### config.mk
export PLATFORM = sky130hd
export DESIGN_NAME = fault_limits
export DESIGN_NICKNAME = d
export VERILOG_FILES = /design/src/hdl/fault_limits_pkg.sv /design/src/hdl/linear_compare.sv /design/src/hdl/fault_limits.sv
export VERILOG_INCLUDE_DIRS = /design/src /design/src/hdl
export SDC_FILE = /design/constraint.sdc
export NUM_CORES = 1
export LEC_CHECK = 0
export ABC_AREA = 1
export BUFFER_PORTS_ARGS = -buffer_cell sky130_fd_sc_hd__buf_2
export CAP_MARGIN = 20
export CELL_PAD_IN_SITES_DETAIL_PLACEMENT = 2
export CELL_PAD_IN_SITES_GLOBAL_PLACEMENT = 2
export CORE_MARGIN = 2
export CORE_UTILIZATION = 36
export CTS_CLUSTER_SIZE = 8
export DETAILED_ROUTE_END_ITERATION = 8
export GPL_ROUTABILITY_DRIVEN = 0
export PLACE_DENSITY = 0.84
export SLEW_MARGIN = 10
export SYNTH_ARGS = -nofsm -noshare
export SYNTH_HDL_FRONTEND = slang
export SYNTH_SLANG_ARGS = --single-unit
### constraint.sdc
create_clock -name sys_clk -period 7.29 [get_ports sys_clk]
set_input_delay 1.458 -clock sys_clk [delete_from_list [all_inputs] [get_ports sys_clk]]
set_output_delay 1.458 -clock sys_clk [all_outputs]
set_load 0.02 [all_outputs]
### src/hdl/fault_limits_cfg.svh
/*
   offsets, field positions, reset values and timing counts for the fault-limit block.
   assumes a 10 MHz system clock and a command decoder that hands over command codes.
*/
// What this block does
// - command 46h holds the writable overcurrent fault limit, default 125% of max current
// - limits split into 5-bit signed exponent 15:11 and 11-bit signed mantissa 10:0
// - overcurrent fault sets summary, word and current status bits and raises alert
// - command 47h reads constant FAh fault action, writes are ignored
// - overcurrent fault disables output at once, restart tried after 22 ms
// - command 4Ah holds the writable overcurrent warning limit, default max current
// - overcurrent warning sets other, current word and warning bits and raises alert
// - command 4Fh holds writable over-temperature fault limit, reset 007Dh
// - over-temperature fault sets temperature bits, raises alert and regulator fault
// - after over-temperature shutdown re-enable only at more than 15 C below the limit
`ifndef FAULT_LIMITS_CFG_SVH
`define FAULT_LIMITS_CFG_SVH

// ==========================================
// command codes
`define CMD_OC_FAULT_LIMIT  8'h46
`define CMD_OC_FAULT_ACTION 8'h47
`define CMD_OC_WARN_LIMIT   8'h4A
`define CMD_OVERTEMP_FAULT_THRESHOLD  8'h4F

// ==========================================
// field layout and reset values
`define EXP_MSB             15
`define EXP_LSB             11
`define MANT_MSB            10
`define OC_ACTION_VALUE     8'hFA
`define OT_LIMIT_RESET      16'h007D
`define FIXED_FRAC          16

// ==========================================
// status bit positions
`define SB_IOUT_OC          4
`define SB_TEMP             2
`define SB_OTHER            0
`define SW_IOUT             14
`define SI_OC_FAULT         7
`define SI_OC_WARN          5
`define ST_OT_FAULT         7

// ==========================================
// timing
`define CLK_KHZ             10000
`define RETRY_MS            22
`define OT_HYST_C           15

`endif

### src/hdl/fault_limits_pkg.sv
/*
   types shared by the fault-limit block.
   assumes nothing of its surroundings.
*/
package fault_limits_pkg;
   typedef enum logic [1:0] {st_run, st_oc_retry, st_ot_cool} power_state_type;
   typedef logic signed [47:0] fixed_type;
endpackage

### src/hdl/linear_compare.sv
/*
   decodes two linear-format words to fixed point and compares them on a sample pulse.
   assumes inputs are stable and synchronous to sys_clk.
*/
`timescale 1ns/1ps
`include "fault_limits_cfg.svh"

module linear_compare (
   input  wire logic                        sys_clk,
   input  wire logic                        nrst,
   input  wire logic                        sample,
   input  wire logic [15:0]                 meas,
   input  wire logic [15:0]                 limit,
   input  wire fault_limits_pkg::fixed_type hyst,
   output      logic                        above,
   output      logic                        below
);
   fault_limits_pkg::fixed_type meas_fixed;
   fault_limits_pkg::fixed_type limit_fixed;

   // ==========================================
   // linear decode
   // exponent and mantissa scaling
   function automatic fault_limits_pkg::fixed_type to_fixed(input logic [15:0] v);
      logic [4:0] shamt;
      shamt = {~v[`EXP_MSB], v[`EXP_MSB-1:`EXP_LSB]};
      return $signed({{37{v[`MANT_MSB]}}, v[`MANT_MSB:0]}) <<< shamt;
   endfunction

   assign meas_fixed  = to_fixed(meas);
   assign limit_fixed = to_fixed(limit);

   // ==========================================
   // compare on each update
   // threshold crossing check
   always_ff @(posedge sys_clk or negedge nrst) begin
      if (!nrst) begin
         above <= 1'b0;
         below <= 1'b0;
      end else if (sample) begin
         above <= meas_fixed > limit_fixed;
         below <= meas_fixed < (limit_fixed - hyst);
      end
   end
endmodule // linear_compare

### src/hdl/fault_limits.sv
/*
   overcurrent and over-temperature limit registers, status bits and shutdown/restart.
   assumes a command decoder gives one-cycle read and write strobes, and telemetry
   words plus their update strobe come from logic on sys_clk.
*/
`timescale 1ns/1ps
`include "fault_limits_cfg.svh"

module fault_limits #(
   parameter int MS_CYCLES = `CLK_KHZ
) (
   input  wire logic        sys_clk,
   input  wire logic        nrst,
   input  wire logic [7:0]  cmd_code,
   input  wire logic        cmd_wr,
   input  wire logic [15:0] cmd_wdata,
   input  wire logic        cmd_rd,
   output      logic [15:0] cmd_rdata,
   output      logic        cmd_rvalid,
   input  wire logic        status_clear,
   input  wire logic [15:0] max_current_setting,
   input  wire logic        telem_update,
   input  wire logic [15:0] meas_current,
   input  wire logic [15:0] meas_temp,
   output      logic [7:0]  status_byte,
   output      logic [15:0] status_word,
   output      logic [7:0]  status_current,
   output      logic [7:0]  status_temp,
   output      logic        host_alert_output,
   output      logic        regulator_fault_output,
   output      logic        output_enable
);
   logic [15:0]                      oc_fault_limit;
   logic [15:0]                      oc_warn_limit;
   logic [15:0]                      overtemp_fault_threshold;
   logic                             defaults_loaded;
   logic                             update_seen;
   logic                             oc_above;
   logic                             warn_above;
   logic                             ot_above;
   logic                             ot_cool;
   logic                             oc_trip;
   logic                             warn_trip;
   logic                             ot_trip;
   logic                             ms_tick;
   logic                             retry_done;
   logic [23:0]                      ms_cnt;
   logic [7:0]                       retry_cnt;
   fault_limits_pkg::power_state_type state;
   fault_limits_pkg::power_state_type next_state;
   logic [4:0]                       oc_fault_exp_field;
   logic [10:0]                      oc_fault_mant_field;
   logic [4:0]                       oc_warn_exp_field;
   logic [10:0]                      oc_warn_mant_field;
   logic [4:0]                       temp_fault_exp_field;
   logic [10:0]                      temp_fault_mant_field;

   // ==========================================
   // field views
   assign {oc_fault_exp_field, oc_fault_mant_field}     = oc_fault_limit;
   assign {oc_warn_exp_field, oc_warn_mant_field}       = oc_warn_limit;
   assign {temp_fault_exp_field, temp_fault_mant_field} = overtemp_fault_threshold;

   // ==========================================
   // 125 percent of a linear value
   function automatic logic [15:0] scale_125(input logic [15:0] v);
      logic signed [13:0] m5;
      logic signed [13:0] t;
      logic [15:0]        r;
      m5 = $signed({{3{v[`MANT_MSB]}}, v[`MANT_MSB:0]}) * 14'sd5;
      r  = v;
      for (int s = 3; s >= 0; s--) begin
         t = m5 >>> s;
         if (t[13:10] == {4{t[10]}}) begin
            r = {5'(v[`EXP_MSB:`EXP_LSB] + 5'(s) - 5'd2), t[10:0]};
         end
      end
      return r;
   endfunction

   // ==========================================
   // limit registers
   always_ff @(posedge sys_clk or negedge nrst) begin
      if (!nrst) begin
         oc_fault_limit  <= 16'h0000;
         oc_warn_limit   <= 16'h0000;
         overtemp_fault_threshold  <= `OT_LIMIT_RESET;
         defaults_loaded <= 1'b0;
      end else if (!defaults_loaded) begin
         oc_fault_limit  <= scale_125(max_current_setting);
         oc_warn_limit   <= max_current_setting;
         defaults_loaded <= 1'b1;
      end else if (cmd_wr) begin
         if (cmd_code == `CMD_OC_FAULT_LIMIT) begin
            oc_fault_limit <= cmd_wdata;
         end else if (cmd_code == `CMD_OC_WARN_LIMIT) begin
            oc_warn_limit <= cmd_wdata;
         end else if (cmd_code == `CMD_OVERTEMP_FAULT_THRESHOLD) begin
            overtemp_fault_threshold <= cmd_wdata;
         end
      end
   end

   // ==========================================
   // read port
   always_ff @(posedge sys_clk or negedge nrst) begin
      if (!nrst) begin
         cmd_rdata  <= 16'h0000;
         cmd_rvalid <= 1'b0;
      end else begin
         cmd_rvalid <= cmd_rd;
         if (cmd_rd) begin
            if (cmd_code == `CMD_OC_FAULT_LIMIT) begin
               cmd_rdata <= oc_fault_limit;
            end else if (cmd_code == `CMD_OC_FAULT_ACTION) begin
               cmd_rdata <= {8'h00, `OC_ACTION_VALUE};
            end else if (cmd_code == `CMD_OC_WARN_LIMIT) begin
               cmd_rdata <= oc_warn_limit;
            end else if (cmd_code == `CMD_OVERTEMP_FAULT_THRESHOLD) begin
               cmd_rdata <= overtemp_fault_threshold;
            end else begin
               cmd_rdata <= 16'h0000;
            end
         end
      end
   end

   // ==========================================
   // comparators
   linear_compare u_oc_cmp (
      .sys_clk(sys_clk), .nrst(nrst), .sample(telem_update), .meas(meas_current),
      .limit({oc_fault_exp_field, oc_fault_mant_field}), .hyst('0), .above(oc_above),
      .below());
   linear_compare u_warn_cmp (
      .sys_clk(sys_clk), .nrst(nrst), .sample(telem_update), .meas(meas_current),
      .limit({oc_warn_exp_field, oc_warn_mant_field}), .hyst('0), .above(warn_above),
      .below());
   linear_compare u_ot_cmp (
      .sys_clk(sys_clk), .nrst(nrst), .sample(telem_update), .meas(meas_temp),
      .limit({temp_fault_exp_field, temp_fault_mant_field}),
      .hyst(48'(`OT_HYST_C) <<< `FIXED_FRAC), .above(ot_above), .below(ot_cool));

   always_ff @(posedge sys_clk or negedge nrst) begin
      if (!nrst) begin
         update_seen <= 1'b0;
      end else begin
         update_seen <= telem_update;
      end
   end

   assign oc_trip   = update_seen && oc_above;
   assign warn_trip = update_seen && warn_above;
   assign ot_trip   = update_seen && ot_above;

   // ==========================================
   // status bits, set wins over clear
   always_ff @(posedge sys_clk or negedge nrst) begin
      if (!nrst) begin
         status_byte    <= 8'h00;
         status_word    <= 16'h0000;
         status_current <= 8'h00;
         status_temp    <= 8'h00;
      end else begin
         if (status_clear) begin
            status_byte    <= 8'h00;
            status_word    <= 16'h0000;
            status_current <= 8'h00;
            status_temp    <= 8'h00;
         end
         if (oc_trip) begin
            status_byte[`SB_IOUT_OC]     <= 1'b1;
            status_word[`SB_IOUT_OC]     <= 1'b1;
            status_word[`SW_IOUT]        <= 1'b1;
            status_current[`SI_OC_FAULT] <= 1'b1;
         end
         if (warn_trip) begin
            status_byte[`SB_OTHER]      <= 1'b1;
            status_word[`SB_OTHER]      <= 1'b1;
            status_word[`SW_IOUT]       <= 1'b1;
            status_current[`SI_OC_WARN] <= 1'b1;
         end
         if (ot_trip) begin
            status_byte[`SB_TEMP]     <= 1'b1;
            status_word[`SB_TEMP]     <= 1'b1;
            status_temp[`ST_OT_FAULT] <= 1'b1;
         end
      end
   end

   assign host_alert_output      = |{status_byte, status_current, status_temp};
   assign regulator_fault_output = status_temp[`ST_OT_FAULT];

   // ==========================================
   // retry timer
   assign ms_tick    = (ms_cnt == 24'(MS_CYCLES - 1));
   assign retry_done = (state == fault_limits_pkg::st_oc_retry) && ms_tick &&
                       (retry_cnt == 8'(`RETRY_MS - 1));

   always_ff @(posedge sys_clk or negedge nrst) begin
      if (!nrst) begin
         ms_cnt    <= 24'h000000;
         retry_cnt <= 8'h00;
      end else if (state != fault_limits_pkg::st_oc_retry) begin
         ms_cnt    <= 24'h000000;
         retry_cnt <= 8'h00;
      end else if (ms_tick) begin
         ms_cnt    <= 24'h000000;
         retry_cnt <= retry_cnt + 8'h01;
      end else begin
         ms_cnt <= ms_cnt + 24'h000001;
      end
   end

   // ==========================================
   // output state machine
   always_comb begin
      next_state = state;
      case (state)
         fault_limits_pkg::st_run: begin
            if (ot_trip) begin
               next_state = fault_limits_pkg::st_ot_cool;
            end else if (oc_trip) begin
               next_state = fault_limits_pkg::st_oc_retry;
            end
         end
         fault_limits_pkg::st_oc_retry: begin
            if (ot_trip) begin
               next_state = fault_limits_pkg::st_ot_cool;
            end else if (retry_done) begin
               next_state = fault_limits_pkg::st_run;
            end
         end
         fault_limits_pkg::st_ot_cool: begin
            if (update_seen && ot_cool) begin
               next_state = fault_limits_pkg::st_run;
            end
         end
         default: next_state = fault_limits_pkg::st_run;
      endcase
   end

   always_ff @(posedge sys_clk or negedge nrst) begin
      if (!nrst) begin
         state         <= fault_limits_pkg::st_run;
         output_enable <= 1'b1;
      end else begin
         state         <= next_state;
         output_enable <= (next_state == fault_limits_pkg::st_run);
      end
   end
endmodule // fault_limits

==> impl_metrics.sql <==
INSERT INTO impl_metrics (metric_group, metric, value, unit) VALUES
('clock_network', 'ctsRootBufferMaster', 'sky130_fd_sc_hd__clkbuf_16', ''),
('floorplan', 'die_h', '215', 'µm'),
('placement', 'place_hpwl', '56100', 'µm'),
('sta', 'time_the_worst_path_needs_with_i_o_delays_and_setup', '4.56', 'ns'),
('outcome', 'run_status', 'completed', ''),
('clock_network', 'clock_latency', '0.39', 'ns'),
('floorplan', 'die_area', '46300', 'µm²'),
('clock_network', 'cts-hold-fix-buffers', '0', ''),
('floorplan', 'start_util', '36.4', '%'),
('logic_synthesis', 'ys_seq_area_share', '17.2', '%'),
('layout', 'fillCellCount', '5663', ''),
('critical_path', 'cp_data_required_time', '7.58', 'ns'),
('grt', 'grt_max_degree', '65', ''),
('critical_path', 'criticalPathCategory', 'reg -> reg', ''),
('sta', 'timing.final.max_slew_violations', '0', ''),
('grt', 'grt-ovfl-total', '0', ''),
('logic_synthesis', 'yosys_warnings', '0', ''),
('layout', 'area_overhead_of_the_layout_relative_to_synthesis', '6.54', '%'),
('power_and_ir_drop', 'irDropWorstVdd', '0.0000989', 'V'),
('sta', 'worst_clock_skew', '0.0137', 'ns'),
('floorplan', 'ios', '138', ''),
('layout', 'layout_common_cells', 'sky130_fd_sc_hd__nand2_1 (671), sky130_fd_sc_hd__o21ai_0 (305), sky130_fd_sc_hd__inv_1 (252)', ''),
('logic_synthesis', 'yosys.cell_types.count', '62', ''),
('floorplan', 'design.core.area', '44100', 'µm²'),
('layout', 'mostFrequentLayoutCell', 'sky130_fd_sc_hd__nand2_1', ''),
('critical_path', 'cp-end-kind', 'register', ''),
('drt', 'drcViolationCount', '0', ''),
('drt', 'detailed_route_wire_length', '66900', 'µm'),
('drt', 'avgViaCountPerCell', '5.61', ''),
('grt', 'grtUsageTotal', '28.6', '%'),
('logic_synthesis', 'synthSimpleGateAreaFrac', '35.1', '%'),
('logic_synthesis', 'synth_cells', '2587', ''),
('sta', 'timing.final.hold_violations', '0', ''),
('grt', 'grt_pass1_vias', '19347', ''),
('logic_synthesis', 'async_reset_ff_share', '100', '%'),
('clock_network', 'cts_post_setup_buffers_inserted', '0', ''),
('drt', 'routed_wire_length_per_instance', '20.9', 'µm'),
('clock_network', 'cts.reportedPaths.clkPinSlew', '0.09', 'ns'),
('layout', 'fin_area', '17100', 'µm²'),
('placement', 'place_area', '16800', 'µm²'),
('power_and_ir_drop', 'leakage', '8.70', 'nW'),
('logic_synthesis', 'yosys-mux-area-fraction', '1.81', '%'),
('clock_network', 'numCtsBuffers', '9', ''),
('sta', 'max-slew-margin-rel', '31.1', '%'),
('logic_synthesis', 'synth-xor-area-share', '1.53', '%'),
('critical_path', 'path_common_cell', 'sky130_fd_sc_hd__nand2_1', ''),
('worst_hold_path', 'worst_hold_path_type', 'reg -> reg', ''),
('sta', 'layout_worst_path_cycle_share', '62.6', '%'),
('placement', 'placement.io_buffers', '107', ''),
('drt', 'dr_total_vias', '17941', ''),
('grt', 'grt_first_pass_wirelength', '106000', 'µm'),
('clock_network', 'cts_resized', '0', ''),
('logic_synthesis', 'adder_cell_area_share_of_the_yosys_netlist', '14.8', '%'),
('sta', 'timing.hold.ws', '0.484', 'ns'),
('clock_network', 'clock-sinks', '110', ''),
('sta', 'setup_repair_after_global_routing_missed_its_margin', 'false', ''),
('logic_synthesis', 'synth-seq-cells', '110', ''),
('sta', 'final-setup-viol-count', '0', ''),
('power_and_ir_drop', 'total_power', '3.16', 'mW'),
('clock_network', 'clock_tree.htree_level_count', '3', ''),
('logic_synthesis', 'synth_compound_area_share', '18.5', '%'),
('layout', 'finalNetCount', '2867', ''),
('critical_path', 'critical_path.slowest_cell', 'sky130_fd_sc_hd__dfrtp_1', ''),
('critical_path', 'worst-path-max-fanout', '22', ''),
('run', 'drv_cap', '0', ''),
('critical_path', 'cp.arrival', '4.85', 'ns'),
('logic_synthesis', 'synth_edf_count', '0', ''),
('logic_synthesis', 'mappedNetlistArea', '16100', 'µm²'),
('clock_network', 'ctsLongestPathBuffers', '2', ''),
('drt', 'drt_pass_1_iters', '5', ''),
('sta', 'tns', '0', 'ns');
critical path: cells and delay by family, from the launching register on:
family,cells,cell delay [ns]
flip-flops,1,0.89
adder cells (fa/ha/maj),2,0.57
AND/OR/NAND/NOR,18,2.54
buffers and inverters,2,0.41
sequential cells by signal, summed over array words and instances (netlist names), 2 cells and up:
register and cells:
cmd_rdata 16, ms_cnt 24, oc_fault_limit 16, oc_warn_limit 16, overtemp_fault_threshold 16, retry_cnt 8, state 2, status_byte 3
power by group:
part	internal [mW]	switching [mW]
registers	0.665	0.0909
logic	0.591	1.26
clock network	0.276	0.277
logic make-up (layout without fill, tap and decap cells):
logic type | Yosys count | in the layout
flip-flops | 110 | 110
other | 2 | 33
AND/OR/NAND/NOR | 1257 | 1257
XOR/XNOR | 28 | 28
buffers and inverters | 415 | 404
adder cells (fa/ha/maj) | 189 | 189
AO/OA/AOI/OAI | 558 | 558
multiplexers | 28 | 28
cells in the mapped netlist, drive strengths merged, types with 8 or more instances:
| cell | count | area share (%) |
|---|---|---|
| nor2 | 215 | 5.8 |
| a21oi | 187 | 5.9 |
| buf | 70 | 3.0 |
| or2 | 22 | 0.86 |
| xnor2 | 8 | 0.44 |
| clkbuf | 74 | 1.7 |
| ha | 188 | 15 |
| dfrtp | 103 | 16 |
| nand2 | 710 | 17 |
| nand4 | 46 | 1.8 |
| mux2 | 8 | 0.56 |
| a31oi | 9 | 0.35 |
| xor2 | 20 | 1.1 |
| o31ai | 8 | 0.41 |
| nand3 | 215 | 7.4 |
| mux2i | 20 | 1.2 |
| inv | 264 | 6.2 |
| nor4 | 8 | 0.35 |
| o21a | 8 | 0.42 |
| nor3 | 33 | 1.1 |
| o21ai | 309 | 9.7 |
area by class of cell:
cell class / instances / area, µm² / area share [%]
clock buffer: 9 / 225 / 1.32
tap: 592 / 741 / 4.33
sequential: 110 / 2760 / 16.1
inverter: 271 / 1020 / 5.95
antenna: 2 / 5.00 / 0.0293
clock inverter: 7 / 88.8 / 0.519
multi-input combinational: 2091 / 11600 / 68.0
timing repair buffer: 117 / 633 / 3.70
worst paths after layout:
check | startpoint | end | slack (ns) | cells after the start
min reg2reg | ms_cnt[0]$_DFF_PN0_ | ms_cnt[0]$_DFF_PN0_ | 0.48 | 1
min | ms_cnt[0]$_DFF_PN0_ | ms_cnt[0]$_DFF_PN0_ | 0.48 | 1
max | overtemp_fault_threshold[13]$_DFFE_PN0P_ | u_ot_cmp.below$_DFFE_PN0P_ | 2.73 | 22
max reg2reg | overtemp_fault_threshold[13]$_DFFE_PN0P_ | u_ot_cmp.below$_DFFE_PN0P_ | 2.73 | 22
min in group asynchronous | nrst | ms_cnt[21]$_DFF_PN0_ | 1.17 | 1
max in group asynchronous | nrst | cmd_rdata[9]$_DFFE_PN0P_ | 4.88 | 2
routing by layer:
layer | track usage [%] | vias up | part of all wire [%]
li1 | - | 8582 | -
met1 | 36.3 | 8896 | 45
met2 | 49.5 | 332 | 48
met4 | 10.7 | 10 | 3.9
met5 | 0 | - | 0.12
met3 | 3.69 | 121 | 3.5
stage by stage:
step	worst slack [ns]	utilization, %	instances
2_1_floorplan	3.37	-	2616
3_3_place_gp	2.41	38.0	3179
3_5_place_dp	2.28	38.0	3179
4_1_cts	2.68	38.7	3195
5_1_grt	2.38	38.8	3198
6_report	2.73	38.8	3199
Note: power is estimated with default switching activity, not from simulation.
